<file path="config.mk">
export PLATFORM = sky130hd
export DESIGN_NAME = mic_ctrl
export DESIGN_NICKNAME = d
export VERILOG_FILES = /design/src/mic_pkg.sv /design/src/mic_sync_fall.sv /design/src/mic_prio.sv /design/src/mic_ctrl.sv
export SDC_FILE = /design/constraint.sdc
export NUM_CORES = 1
export LEC_CHECK = 0
export ABC_AREA = 1
export BUFFER_PORTS_ARGS = -buffer_cell sky130_fd_sc_hd__buf_4
export CAP_MARGIN = 20
export CORE_AREA = 10 10 62 64
export DETAILED_ROUTE_END_ITERATION = 6
export DIE_AREA = 0 0 72 74
export PLACE_DENSITY = 0.89
export SETUP_SLACK_MARGIN = 0.3
export SYNTH_ARGS = -nofsm -noshare
export SYNTH_HDL_FRONTEND = slang
export SYNTH_HIERARCHICAL = 1
export SYNTH_SLANG_ARGS = --single-unit
</file>
<file path="constraint.sdc">
create_clock -name clk -period 2 [get_ports clk]
set_clock_uncertainty 0.15 [all_clocks]
set_input_delay 0.1 -clock clk [delete_from_list [all_inputs] [get_ports clk]]
set_output_delay 0.1 -clock clk [all_outputs]
set_load 0.1 [all_outputs]
</file>
<file path="src/mic_pkg.sv">
package mic_pkg;
    localparam logic [7:0] REG_ADDR       = 8'h0b;
    localparam int         BIT_GLOBAL_EN  = 0;
    localparam int         BIT_EXT_EN     = 1;
    localparam int         BIT_TMR_EN     = 2;
    localparam int         BIT_ADC_EN     = 3;
    localparam int         BIT_EXT_PEND   = 4;
    localparam int         BIT_TMR_PEND   = 5;
    localparam int         BIT_ADC_PEND   = 6;
    localparam logic [7:0] REG_RESET      = 8'h00;
    localparam logic [7:0] REG_WMASK      = 8'h7f;
    localparam logic [7:0] VEC_EXT        = 8'h04;
    localparam logic [7:0] VEC_TMR        = 8'h08;
    localparam logic [7:0] VEC_ADC        = 8'h0c;
    localparam logic [7:0] VEC_NONE       = 8'h00;

    typedef struct packed {
        logic       valid;
        logic [1:0] src;
        logic [7:0] vector;
    } mic_ack_s;

    typedef enum logic [1:0] {
        MIC_SRC_EXT,
        MIC_SRC_TMR,
        MIC_SRC_ADC,
        MIC_SRC_NONE
    } mic_src_e;

    function automatic logic [7:0] mic_vector(input logic [1:0] src);
        case (src)
            2'h0:    mic_vector = VEC_EXT;
            2'h1:    mic_vector = VEC_TMR;
            2'h2:    mic_vector = VEC_ADC;
            default: mic_vector = VEC_NONE;
        endcase
    endfunction
endpackage

</file>
<file path="src/mic_sync_fall.sv">
`timescale 1ns/1ns
module mic_sync_fall
    import mic_pkg::*;
(
    input  wire logic clk,
    input  wire logic srst,
    input  wire logic pin_in,
    output logic      fall_pulse
);
    logic meta_r;
    logic sync_r;
    logic last_r;

    always_ff @(posedge clk) begin
        if (srst) begin
            meta_r <= 1'b1;
            sync_r <= 1'b1;
            last_r <= 1'b1;
        end else begin
            meta_r <= pin_in;
            sync_r <= meta_r;
            last_r <= sync_r;
        end
    end

    assign fall_pulse = last_r & ~sync_r;
endmodule

</file>
<file path="src/mic_prio.sv">
`timescale 1ns/1ns
module mic_prio
    import mic_pkg::*;
(
    input  wire logic [2:0] ready,
    output mic_ack_s        pick
);
    always_comb begin
        pick = '0;
        if (ready[0]) begin
            pick.valid = 1'b1;
            pick.src   = 2'h0;
        end else if (ready[1]) begin
            pick.valid = 1'b1;
            pick.src   = 2'h1;
        end else if (ready[2]) begin
            pick.valid = 1'b1;
            pick.src   = 2'h2;
        end
        pick.vector = pick.valid ? mic_vector(pick.src) : VEC_NONE;
    end
endmodule

</file>
<file path="src/mic_ctrl.sv">
`timescale 1ns/1ns
// Behaviour
// - Bit 0 global enable gates acknowledgment
// - Bit 1 enables external request
// - Bit 2 enables timer overflow request
// - Bit 3 enables A/D complete request
// - Bit 4 external pending flag
// - Bit 5 timer pending flag
// - Bit 6 A/D pending flag
// - Hold acks until re-enabled, stack permitting
// - Return-with-enable sets global enable; return not
// - Requests sampled, acted on at phase-two pulse
// - Priority external, timer, A/D; fixed vectors
// - Cleared enables mask pending requests
// - Flags stay until serviced or cleared
// - Register mapped at data address 0Bh
// - Ack pushes, vectors, clears flag, clears global
// - Full stack records but withholds ack
// - External flag set on falling pin edge
module mic_ctrl
    import mic_pkg::*;
(
    input  wire logic       clk,
    input  wire logic       srst,
    input  wire logic       ext_irq_n,
    input  wire logic       timer_ovf,
    input  wire logic       adc_done,
    input  wire logic       phase_two_pulse,
    input  wire logic       stack_full,
    input  wire logic       return_with_enable,
    input  wire logic       ack_taken,
    input  wire logic [7:0] mem_addr,
    input  wire logic       mem_wr,
    input  wire logic       mem_rd,
    input  wire logic [7:0] mem_wdata,
    output logic      [7:0] mem_rdata,
    output logic            irq_req,
    output logic      [7:0] irq_vector,
    output logic            push_pc,
    output logic      [7:0] flags_out
);
    logic [7:0] flags_r;
    logic [7:0] flags_nxt;
    logic [7:0] rdata_r;
    logic       req_r;
    logic [7:0] vec_r;
    logic       push_r;
    logic       ext_fall;
    logic [2:0] pending;
    logic [2:0] enabled;
    logic [2:0] ready;
    mic_ack_s   pick;
    logic       sel;
    logic       wr_hit;
    logic       rd_hit;
    logic       ack_fire;

    mic_sync_fall u_sync (
        .clk        (clk),
        .srst       (srst),
        .pin_in     (ext_irq_n),
        .fall_pulse (ext_fall)
    );

    // Flags already held when the sample point arrives
    assign pending = flags_r[BIT_ADC_PEND:BIT_EXT_PEND];
    // Per-source enables, all masked by the global enable
    assign enabled = flags_r[BIT_ADC_EN:BIT_EXT_EN]
                   & {3{flags_r[BIT_GLOBAL_EN]}};
    assign ready   = pending & enabled;

    mic_prio u_prio (
        .ready (ready),
        .pick  (pick)
    );

    assign sel    = (mem_addr == REG_ADDR);
    assign wr_hit = mem_wr & sel;
    assign rd_hit = mem_rd & sel;

    // Acknowledge only on a sample point, with room on the stack
    assign ack_fire = phase_two_pulse & pick.valid
                    & ~stack_full & ~req_r;

    always_comb begin
        flags_nxt = flags_r;
        if (wr_hit) begin
            flags_nxt = mem_wdata & REG_WMASK;
        end
        if (ack_fire) begin
            flags_nxt[BIT_GLOBAL_EN] = 1'b0;
            flags_nxt[BIT_EXT_PEND + pick.src] = 1'b0;
        end
        if (return_with_enable) begin
            flags_nxt[BIT_GLOBAL_EN] = 1'b1;
        end
        // Hardware set wins over software clear
        if (ext_fall) begin
            flags_nxt[BIT_EXT_PEND] = 1'b1;
        end
        if (timer_ovf) begin
            flags_nxt[BIT_TMR_PEND] = 1'b1;
        end
        if (adc_done) begin
            flags_nxt[BIT_ADC_PEND] = 1'b1;
        end
    end

    always_ff @(posedge clk) begin
        if (srst) begin
            flags_r <= REG_RESET;
        end else begin
            flags_r <= flags_nxt;
        end
    end

    always_ff @(posedge clk) begin
        if (srst) begin
            rdata_r <= 8'h00;
        end else if (rd_hit) begin
            rdata_r <= flags_r;
        end else begin
            rdata_r <= 8'h00;
        end
    end

    // Request held until the sequencer takes it
    always_ff @(posedge clk) begin
        if (srst) begin
            req_r  <= 1'b0;
            vec_r  <= VEC_NONE;
            push_r <= 1'b0;
        end else begin
            push_r <= ack_fire;
            if (ack_fire) begin
                req_r <= 1'b1;
                vec_r <= pick.vector;
            end else if (ack_taken) begin
                req_r <= 1'b0;
            end
        end
    end

    assign mem_rdata  = rdata_r;
    assign irq_req    = req_r;
    assign irq_vector = vec_r;
    assign push_pc    = push_r;
    assign flags_out  = flags_r;
endmodule

</file>
Yosys cells after proc, flatten, opt, wreduce, memory -nomap -nowiden
Cells that the tools add are included.
{"block": "op_classes", "add_sub_neg": 1, "n_lt_le_gt_ge": 2, "n_eq_ne": 3, "mux": 15, "n_bitwise": 14, "reduce_logical": 5}
{"op": "2-to-1 mux 8 bit", "count": 2}
{"op": "one-hot mux 4 bit (3 select lines)", "count": 1}
{"op": "2-to-1 mux 3 bit", "count": 3}
{"op": "bitwise AND 8 bit", "count": 1}
{"op": "== test 8 x 4 -> 1 bit (second input constant)", "count": 1}
{"op": "inverter 8 bit", "count": 1}
{"op": "2-to-1 mux 1 bit", "count": 7}
{"op": "bitwise AND 1 bit", "count": 6}
{"op": "bitwise AND 3 bit", "count": 2}
{"op": "adder 3 x 2 -> 4 bit (first input constant)", "count": 1}
{"op": "greater-or-equal comparator 4 x 1 -> 1 bit (second input constant)", "count": 1}
{"op": "less-than comparator 4 bit (second input constant)", "count": 1}
{"op": "2-to-1 mux 4 bit", "count": 1}
{"op": "inverter 1 bit", "count": 4}
{"op": "demux 1 bit (select 3 bit)", "count": 1}
{"op": "nonzero test 3 bit", "count": 1}
{"op": "== test 2 x 1 -> 1 bit (second input constant)", "count": 1}
{"op": "== test 2 bit (second input constant)", "count": 1}
{"op": "zero test 2 bit", "count": 1}
{"op": "nonzero test 2 bit", "count": 1}
{"op": "OR reduction 2 bit", "count": 1}
{"op": "logical AND 1 bit", "count": 1}
{"block": "totals", "regBits": 29, "out_inout_bits": 26}

Longest topological paths before layout
Gate-level depths: netlist (run 1).
{"block": "logic_depth", "ltp_word": 14, "ltp_mapped": 10}

Cells and area by module
The synthesis (run 1) kept the hierarchy.
{"module": "mic_ctrl", "instances": 1, "cells_per_inst": 131, "area_per_inst_um2": 1007.2, "seq_area_each_um2": 520.5}
{"module": "mic_sync_fall", "instances": 1, "cells_per_inst": 12, "area_per_inst_um2": 93.8, "seq_area_each_um2": 60.1}
{"module": "mic_prio", "instances": 1, "cells_per_inst": 16, "area_per_inst_um2": 87.6, "seq_area_each_um2": 0.0}

Worst setup path after synthesis (run 1)
Ideal clock, no wire load.
{"block": "synth_timing", "path_kind": "register to register", "start": "register flags_r[0], in the netlist flags_out[0]", "end": "register flags_r[6], in the netlist flags_out[6]", "arrival_time_ps": 2326, "required_time_ps": 1734, "path_slack_ps": -592, "stages_incl_launch_ff": 11, "path_buffers": 1, "cell_sequence": "dfxtp_1 -> inv_1 -> nor3_1 -> inv_2 -> nand2_1 -> nand2_1 -> nor3_2 -> buf_2 -> nand3_1 -> nand3_1 -> a21oi_1"}
{"item": "start, declared", "line": "mic_ctrl.sv:42", "source": "logic [7:0] flags_r;"}
{"item": "start signal, assigned", "line": "mic_ctrl.sv:113", "source": "flags_r <= flags_nxt;"}

==> results.md, run 1 <==
* Post-synthesis instance area at ~1200 um2
* Io pins at 53
* Post-layout power at roughly 0.0011 W
* Cells after Synth at 159
* Clk sinks at 29
* Max_cap viols at 0
* Crit-path max cell delay at 0.37 ns
* Crit path from: flags_out[0]
* WP data required at 2.07 ns
* R2r startpoint: flags_out[0]
* # diodes at 0
* CTS buffer count at 5
* Final Max Slew Viols at 0
* Final WL at 3350 um
* Die ar. at between 5000 and 6000 um2
* Final Worst Setup Slack at between 0.3 and 0.4 ns
* RSZ-0062 raised after global routing: true
* Maximum clock path buffer count at 2
* CTS HTree Levels at 2
* Nets@finish at 256
* Worst setup endpoint: flags_out[6]
* 1st-pass router iterations at 4
* Chip height at around 74 um
* Via count at 1182
* CP cell instances: inv_6 > nor3_4 > inv_2 > nand2_2 > nand2_2 > nor3_4 > buf_6 > nand3_2 > nand3_2 > a21oi_2
* Status: finished clean
* CP Max Fanout at 5
* FF-to-FF End: flags_out[6]
* WS Path Type: reg -> reg
* Register bit total from synthesis at 29
* First-pass GRT wire length at 5240 um
* Initial detailed-routing violation count at 55
* Period utilisation layout at between 80% and 90%
* Routability cong. at 0.836
* Core ar. at about 2700 um2
* Initial Utilization at between 40% and 50%
* Syn_area_per_cell at 7.48 um2
* Number of global-route vias before repair at 1205
* HPWL after DPL at 2380 um
* Worst EP arrival at around 1.8 ns
* Initial antenna violation count at 0
* GRT Total Usage at 12.2%
* Max Clock Freq at 0.591 GHz
* DP Worst Slack at 0.292 ns
* Worst-skew pair later-pin latency at 0.32 ns
* Rows at 19
* Min-delay src: mem_wdata[0]
* Die W at between 70 and 80 um
* Seq/Total Area, Yosys at 48.8%
* Power Dens Cells at 565 nW/um2
* Setup_tns at 0 ns
* PortBufs at 51
* Crit-path slowest cell: dfxtp_4
* P&R area growth vs syn at 61.1%
* Worst-path clk slew at 0.09 ns
* Synth warn at 6
* P_leak at 0.950 nW
* Flop2flop setup slack at between 0.3 and 0.4 ns
* Grt ovf at 0
* Peak supply drop at 0.505 mV
* Most common cell after layout, fill and taps aside: buf_4
* Hold crit path type: in -> reg
* Largest net degree at the start of global routing at 14
* DRC errors left at 0
* Fraction of layout cells with a size suffix above 1 at 44.3%
* Worst-case reg-to-reg path depth at 10
* DR vias/cell at 4.53
* WL per Instance at 12.8 um
* Crit start category: flip-flop
* Crit. End Element: flip-flop
* Fin crit period at 1.69 ns
* TritonCTS clock tree: built
* Most frequent cells in the layout: 54 x buf_4, 28 x nor2_1, 24 x inv_1
* Clk root buf: clkbuf_4
* Yosys cell types at 21
* Hold Vio Cnt, Final at 0
* ANT nets after route at 0
* Endpoints failing setup at 0
[worst max-delay path: cells and delay by family (launching register included)]
family | cells | cell delay [ns]
simple gates | 6 | 0.73
buf+inv | 3 | 0.28
flops | 1 | 0.37
compound gates | 1 | 0.05
[synthesized netlist by cell type (all sizes together)]
library cell	count	share of area [%]
nor3	4	2.1
nand3	9	4.2
a21oi	8	3.4
conb	1	0.32
nor2	32	12
clkbuf	1	0.32
a31oi	1	0.53
nand4	5	2.6
buf	9	5.6
o21ai	11	4.6
dfxtp	29	49
inv	33	10
nand2	16	5.5
[per-layer routing]
layer	up-vias	track usage, %	wire (um)
met5	-	0	0
met4	0	5.59	89
met3	8	5.72	299
met2	40	20.5	1710
met1	517	12.9	1260
li1	617	-	-
[cells by family after synthesis]
family                 Yosys count  share of synthesized area, %
and+or+nand+nor                 66                          26.0
DFF                             29                          48.8
other                            1                         0.315
AOI/OAI and AO/OA               20                          8.53
buffers and inverters           43                          16.3
[cell type report]
cell class              count  area [um2]
fillers                   208         748
flip-flops and latches     29         607
repair buffers             68         548
multi-input cells          92         533
inverters                  33         139
clock buffers               8        48.8
well taps                  31        38.8
[worst min-delay path by stage]
stage,end,cells past startpoint
6_report,flags_out[0],5
5_1_grt,flags_out[4],5
4_1_cts,flags_out[5],5
3_5_place_dp,u_sync/meta_r,3
3_3_place_gp,u_sync/meta_r,3
2_1_floorplan,flags_out[0],1
[sequential cells by signal (all words and copies together) (netlist names)]
name / flops
flags_out: 8
u_sync/last_r: 1
irq_req: 1
u_sync/meta_r: 1
mem_rdata: 8
u_sync/sync_r: 1
irq_vector: 8
push_pc: 1
[what timing repair did]
| action | CTS | global route |
|---|---|---|
| setup endpoints to repair | 8 | 13 |
| cloned | 0 | 0 |
| endpoints found under the hold margin | 12 | 1 |
| gates resized for setup | 1 | 24 |
| pin swaps | 0 | 10 |
| hold buffers | 11 | 1 |
| setup buffers | 0 | 2 |
[metrics by stage]
step | std cells | hold WS, ns | cell area, um2 | util (%)
floorplan | 164 | 0.00936 | 1280 | -
global placement | 239 | 0.127 | 1650 | 62.0
detailed placement | 239 | 0.136 | 1650 | 62.0
CTS | 258 | 0.0162 | 1810 | 68.0
global route | 261 | 0.0446 | 1910 | 71.9
finish | 261 | 0.0228 | 1910 | 71.9
[power breakdown]
| group | switching (W) | internal [W] |
|---|---|---|
| logic | 0.0000932 | 0.0000700 |
| registers | 0.00000688 | 0.000580 |
| clock network | 0.000192 | 0.000140 |
No activity file was read; power rests on OpenSTA's default activity.
==> run 2, diff against run 1 <==
- CORE_AREA: 10 10 62 64 -> 10 10 65 67
- DIE_AREA: 0 0 72 74 -> 0 0 75 77
- PLACE_DENSITY: 0.89 -> 0.84
- clock period: 2 -> 1.55 ns (I/O delays scaled with it)
==> run 2 against run 1 <==
The flow now finishes with violations (hold timing, setup timing). Clock power up 43%. Sequential cell count unchanged. Cell area up 2.7%. Core utilization down 5.9 points. Largest cell class unchanged. Combinational power up 33%. Sequential power rose by 29%. Setup slack got worse by 0.37 ns. Global-route usage decreased by 0.65 points. Critical path depth is the same. Power up 34%. Non-clock buffer count grew 4.
==> results.md, run 2 (synthesis results as in run 1) <==
* WS Path Type: reg -> reg
* Initial Utilization at 39.9% (-4.7 points)
* First-pass GRT wire length at 5270 um (+0.51%)
* Crit. End Element: flip-flop
* Final Max Slew Viols at 0 (unchanged)
* 1st-pass router iterations at 4 (unchanged)
* Worst-skew pair later-pin latency at 0.33 ns (about the same)
* P_leak at 0.991 nW (+4.3%)
* Worst hold slack at -0.181 ns (-0.204 ns)
* CP Max Fanout at 4 (-1)
* Fin crit period at 1.61 ns (-0.0816 ns)
* DR vias/cell at 4.55 (+0.40%)
* Flop2flop setup slack at -0.06 ns (-0.37 ns)
* Grt ovf at 0 (unchanged)
* Io pins at 53 (unchanged)
* Max_cap viols at 0 (unchanged)
* CTS HTree Levels at 2 (unchanged)
* Most common cell after layout, fill and taps aside: buf_4
* Power Dens Cells at 736 nW/um2 (+30%)
* Clk root buf: clkbuf_4
* Most frequent cells in the layout: 60 x buf_4, 27 x nor2_1, 24 x inv_1
* Hold Vio Cnt, Final at 6 (+6)
* Non-Filler Instances at 267 (+2.3%)
* Inst Count DP at 250 (+4.6%)
* TritonCTS clock tree: built
* Core ar. at 2980 um2 (+12%)
* Max Clock Freq at 0.621 GHz (+5.1%)
* Period utilisation layout at 104% (+19 points)
* GRT Total Usage at 11.6% (-0.65 points)
* RSZ-0062 raised after global routing: true
* Final Worst Setup Slack at -0.0606 ns (-0.368 ns)
* # diodes at 0 (unchanged)
* ANT nets after route at 0 (unchanged)
* Final WL at 3490 um (+4.0%)
* Crit start category: flip-flop
* DRC errors left at 0 (unchanged)
* Worst EP arrival at 1.69 ns (-0.08 ns)
* Status: finished, violations left
* Worst-path clk slew at 0.09 ns (about the same)
* Via count at 1214 (+2.7%)
* Number of global-route vias before repair at 1158 (-3.9%)
* Crit-path slowest cell: dfxtp_4
* CP cell instances: inv_6 > nor3_4 > nor2_2 > nand2_1 > nand2_2 > nor3_4 > buf_6 > nand3_2 > nand3_2 > a21oi_1
* Clk sinks at 29 (unchanged)
* Peak supply drop at 0.447 mV (-11%)
* Hold_buf cts at 5 (-6)
* WP data required at 1.63 ns (-0.44 ns)
* Die W at 75 um (+4.2%)
* Rows at 20 (+1)
* Nets@finish at 260 (+1.6%)
* P&R area growth vs syn at 65.4%
* Die ar. at 5780 um2 (+8.4%)
* Routability cong. at 0.879 (+5.3%)
* WL per Instance at 13.1 um (+1.6%)
* Crit-path max cell delay at 0.38 ns (about the same)
* HPWL after DPL at 2550 um (+7.0%)
* Failing checks: hold timing, setup timing
* Maximum clock path buffer count at 2 (unchanged)
* Endpoints failing setup at 12 (+12)
* CTS buffer count at 5 (unchanged)
* Filler instances at 260 (+25%)
* Fraction of layout cells with a size suffix above 1 at 47.9% (+3.5 points)
* Initial antenna violation count at 0 (unchanged)
* Hold crit path type: in -> reg
* PortBufs at 51 (unchanged)
* Largest net degree at the start of global routing at 13 (-1)
* Initial detailed-routing violation count at 108 (+96%)
* Chip height at 77 um (+4.1%)
-- run 2: changes by cell type in the layout (fill, tap and decap cells not counted), moves of 3 or more --
cell           change
buf_4              +6
buf_6              +3
clkbuf_1           -3
dlygate4sd3_1      -7
o21ai_2            -3
-- run 2: cell type report --
type,instances,area [um2],area share [%]
clock inverter,2,8.76,0.446
sequential,29,608,30.9
multi-input combinational,92,536,27.2
tap,33,41.3,2.10
timing repair buffer,72,587,29.9
clock buffer,6,51.3,2.61
inverter,33,134,6.81
-- run 2: per-layer routing --
layer,wire [um],GRT usage (%)
met1,1400,12.9
met2,1620,17.9
met5,0,0
met3,418,6.31
met4,50,4.17
-- run 2: path summary, 6_finish.rpt --
path | start | end | depth (start not counted)
worst max-delay path | flags_out[0] | flags_out[4] | 10
worst min-delay path | srst | flags_out[5] | 2
worst max register to register | flags_out[0] | flags_out[4] | 10
worst min register to register | u_sync/meta_r | u_sync/sync_r | 2
-- run 2: repair_timing --
action | 4_1_cts | 5_1_grt
setup endpoints to repair | 17 | 22
pin swaps | 7 | 0
buffers inserted | 2 | 2
resized for setup | 12 | 15
endpoints found under the hold margin | 12 | 6
-- run 2: power by group --
| part | leakage [nW] | switching, W | total (W) | internal [W] |
|---|---|---|---|---|
| Sequential | 0.240 | 0.00000808 | 0.000756 | 0.000748 |
| Clock | 0.0357 | 0.000262 | 0.000475 | 0.000213 |
| Combinational | 0.715 | 0.000124 | 0.000216 | 0.0000923 |
-- run 2: critical path, delay by kind of cell, from the launching register on --
family	cells	cell delay [ns]
compound gates	1	0.05
buf+inv	2	0.21
flops	1	0.38
simple gates	7	0.73
-- run 2: stage by stage --
stage	power (W)	area, um2	worst slack, ns	setup TNS (ns)	util, %
floorplan	0.000885	1290	-0.272	-3.45	-
global placement	0.000957	1720	-0.0432	-0.357	57.8
detailed placement	0.000960	1720	-0.104	-1.01	57.8
CTS	0.00145	1890	-0.0438	-0.153	63.4
global route	0.00150	1970	-0.137	-1.42	66.0
finish	0.00145	1970	-0.0606	-0.308	66.0
==> run 3, diff against run 2 <==
- CORE_AREA: 10 10 65 67 -> 10 10 68 64
- DIE_AREA: 0 0 75 77 -> 0 0 78 74
- PLACE_DENSITY: 0.84 -> 0.85
==> run 3 against run 2 <==
The run ends with setup timing left. Via count up 3.0%. Sequential share of layout area down 1.2 points. Worst hold slack better by 0.19 ns. Critical path type unchanged. Highest routed layer unchanged.
==> results.md, run 3 (synthesis results as in run 1) <==
* Status: finished, violations left
* Failing checks: setup timing
* DRC errors left at 0 (unchanged)
* Grt met1 use at 14.6% (+1.7 points)
* P_leak at 1.01 nW (+2.4%)
* Worst hold slack at 0.00417 ns (+0.185 ns)
* Fraction of layout cells with a size suffix above 1 at 45.5% (-2.4 points)
* Period utilisation layout at 106% (+2.4 points)
* Initial detailed-routing violation count at 93 (-14%)
* Post-route cell area at 2050 um2 (+4.1%)
* Power Dens Cells at 691 nW/um2 (-6.2%)
* Chip height at 74 um (-3.9%)
* Routability cong. at 0.837 (-4.8%)
* Endpoints failing setup at 12 (unchanged)
* TritonCTS clock tree: built
* GRT Total Usage at 13.2% (+1.6 points)
* Final Worst Setup Slack at -0.0975 ns (-0.0369 ns)
* CTS buffer count at 5 (unchanged)
* HPWL after DPL at 2590 um (+1.6%)
* Fin crit period at 1.65 ns (+0.0369 ns)
* Max Clock Freq at 0.607 GHz (-2.2%)
* Die ar. at 5770 um2 (about the same)
* Final WL at 3790 um (+8.6%)
* PortBufs at 51 (unchanged)
* CTS HTree Levels at 2 (unchanged)
* Clk root buf: clkbuf_4
* WS Path Type: reg -> reg
* Grt ovf at 0 (unchanged)
* Final Max Slew Viols at 0 (unchanged)
* # diodes at 0 (unchanged)
* CP cell instances: inv_2 > nor3_4 > nor2_2 > nand2_2 > nand2_2 > nor3_4 > buf_6 > nand3_2 > nand3_2 > a21oi_1
* Worst EP arrival at 1.72 ns (+0.03 ns)
* Crit. End Element: flip-flop
* Worst-skew pair later-pin latency at 0.32 ns (about the same)
* Worst-path clk slew at 0.08 ns (about the same)
* Crit-path max cell delay at 0.36 ns (-0.02 ns)
* Largest net degree at the start of global routing at 13 (unchanged)
* Most common cell after layout, fill and taps aside: buf_4
* Initial Utilization at 40.0% (+0.084 points)
* 1st-pass router iterations at 4 (unchanged)
* Met3 GRT Util at 6.63% (+0.32 points)
* Max_cap viols at 0 (unchanged)
* Crit start category: flip-flop
* Crit-path slowest cell: dfxtp_4
* Rows at 19 (-5.0%)
* ANT nets after route at 0 (unchanged)
* Most frequent cells in the layout: 61 x buf_4, 27 x nor2_1, 24 x inv_1
* Die W at 78 um (+4.0%)
* DR vias/cell at 4.40 (-3.1%)
* Peak supply drop at 0.490 mV (+9.5%)
* Hold crit path type: in -> reg
* First-pass GRT wire length at 6070 um (+15%)
* Flop2flop setup slack at -0.1 ns (-0.04 ns)
* WL per Instance at 13.3 um (+2.1%)
* DP Area at 1710 um2 (-0.65%)
* Hold Vio Cnt, Final at 0 (-6)
* RSZ-0062 raised after global routing: true
* Post-layout power at 0.00141 W (-2.4%)
* Number of global-route vias before repair at 1254 (+8.3%)
* Clk sinks at 29 (unchanged)
* CP Max Fanout at 4 (unchanged)
* P&R area growth vs syn at 72.1%
* Setup_tns at -0.651 ns (-0.343 ns)
* Io pins at 53 (unchanged)
* Via count at 1251 (+3.0%)
* Nets@finish at 268 (+3.1%)
* Maximum clock path buffer count at 2 (unchanged)
* Core ar. at 2970 um2 (-0.21%)
* WP data required at 1.62 ns (about the same)
* M2 GR Usage at 22.0% (+4.0 points)
* Initial antenna violation count at 0 (unchanged)
* Final design utilization at 68.8% (+2.8 points)
* Global routing's busiest layer: met2
run 3: final timing paths:
path         cells after the start          start            end
max                             10   flags_out[2]   flags_out[4]
min                              6    mem_addr[7]   mem_rdata[5]
max reg2reg                     10   flags_out[2]   flags_out[4]
min reg2reg                      2  u_sync/meta_r  u_sync/sync_r
run 3: per-layer routing:
metal	vias up	share of wire (%)
li1	638	-
met1	555	41
met2	51	49
met3	7	8.8
met4	0	1.6
met5	-	0
run 3: worst max-delay path, delay by kind of cell, from the launching register on:
family | cells | cell delay (ns)
compound gates | 1 | 0.05
buf+inv | 2 | 0.21
flops | 1 | 0.36
simple gates | 7 | 0.76
run 3: per-stage QoR:
step / std cells / setup WS, ns
floorplan: 164 / -0.272
global placement: 256 / -0.0799
detailed placement: 256 / -0.166
CTS: 279 / -0.0442
global route: 284 / -0.199
finish: 284 / -0.0975
run 3: report_power, final:
part	internal (W)	switching (W)	leakage, nW	total (W)
Sequential	0.000748	0.00000811	0.240	0.000756
Combinational	0.000106	0.000128	0.748	0.000235
Clock	0.000180	0.000242	0.0265	0.000422
Total	0.00103	0.000378	1.01	0.00141
run 3: area by class of cell:
type                    instances  area, um2
fillers                       230        926
repair buffers                 80        667
flip-flops and latches         29        608
multi-input cells              92        536
inverters                      33        134
well taps                      42       52.6
clock buffers                   8       48.8
run 3: repair_timing:
item | in CTS | in global routing
hold buffers | 13 | 1
setup buffers | 2 | 4
hold endpoints to repair | 12 | 1
resized for setup | 13 | 12
pin swaps | 8 | 5
setup endpoints to repair | 17 | 29
gates cloned | 0 | 0
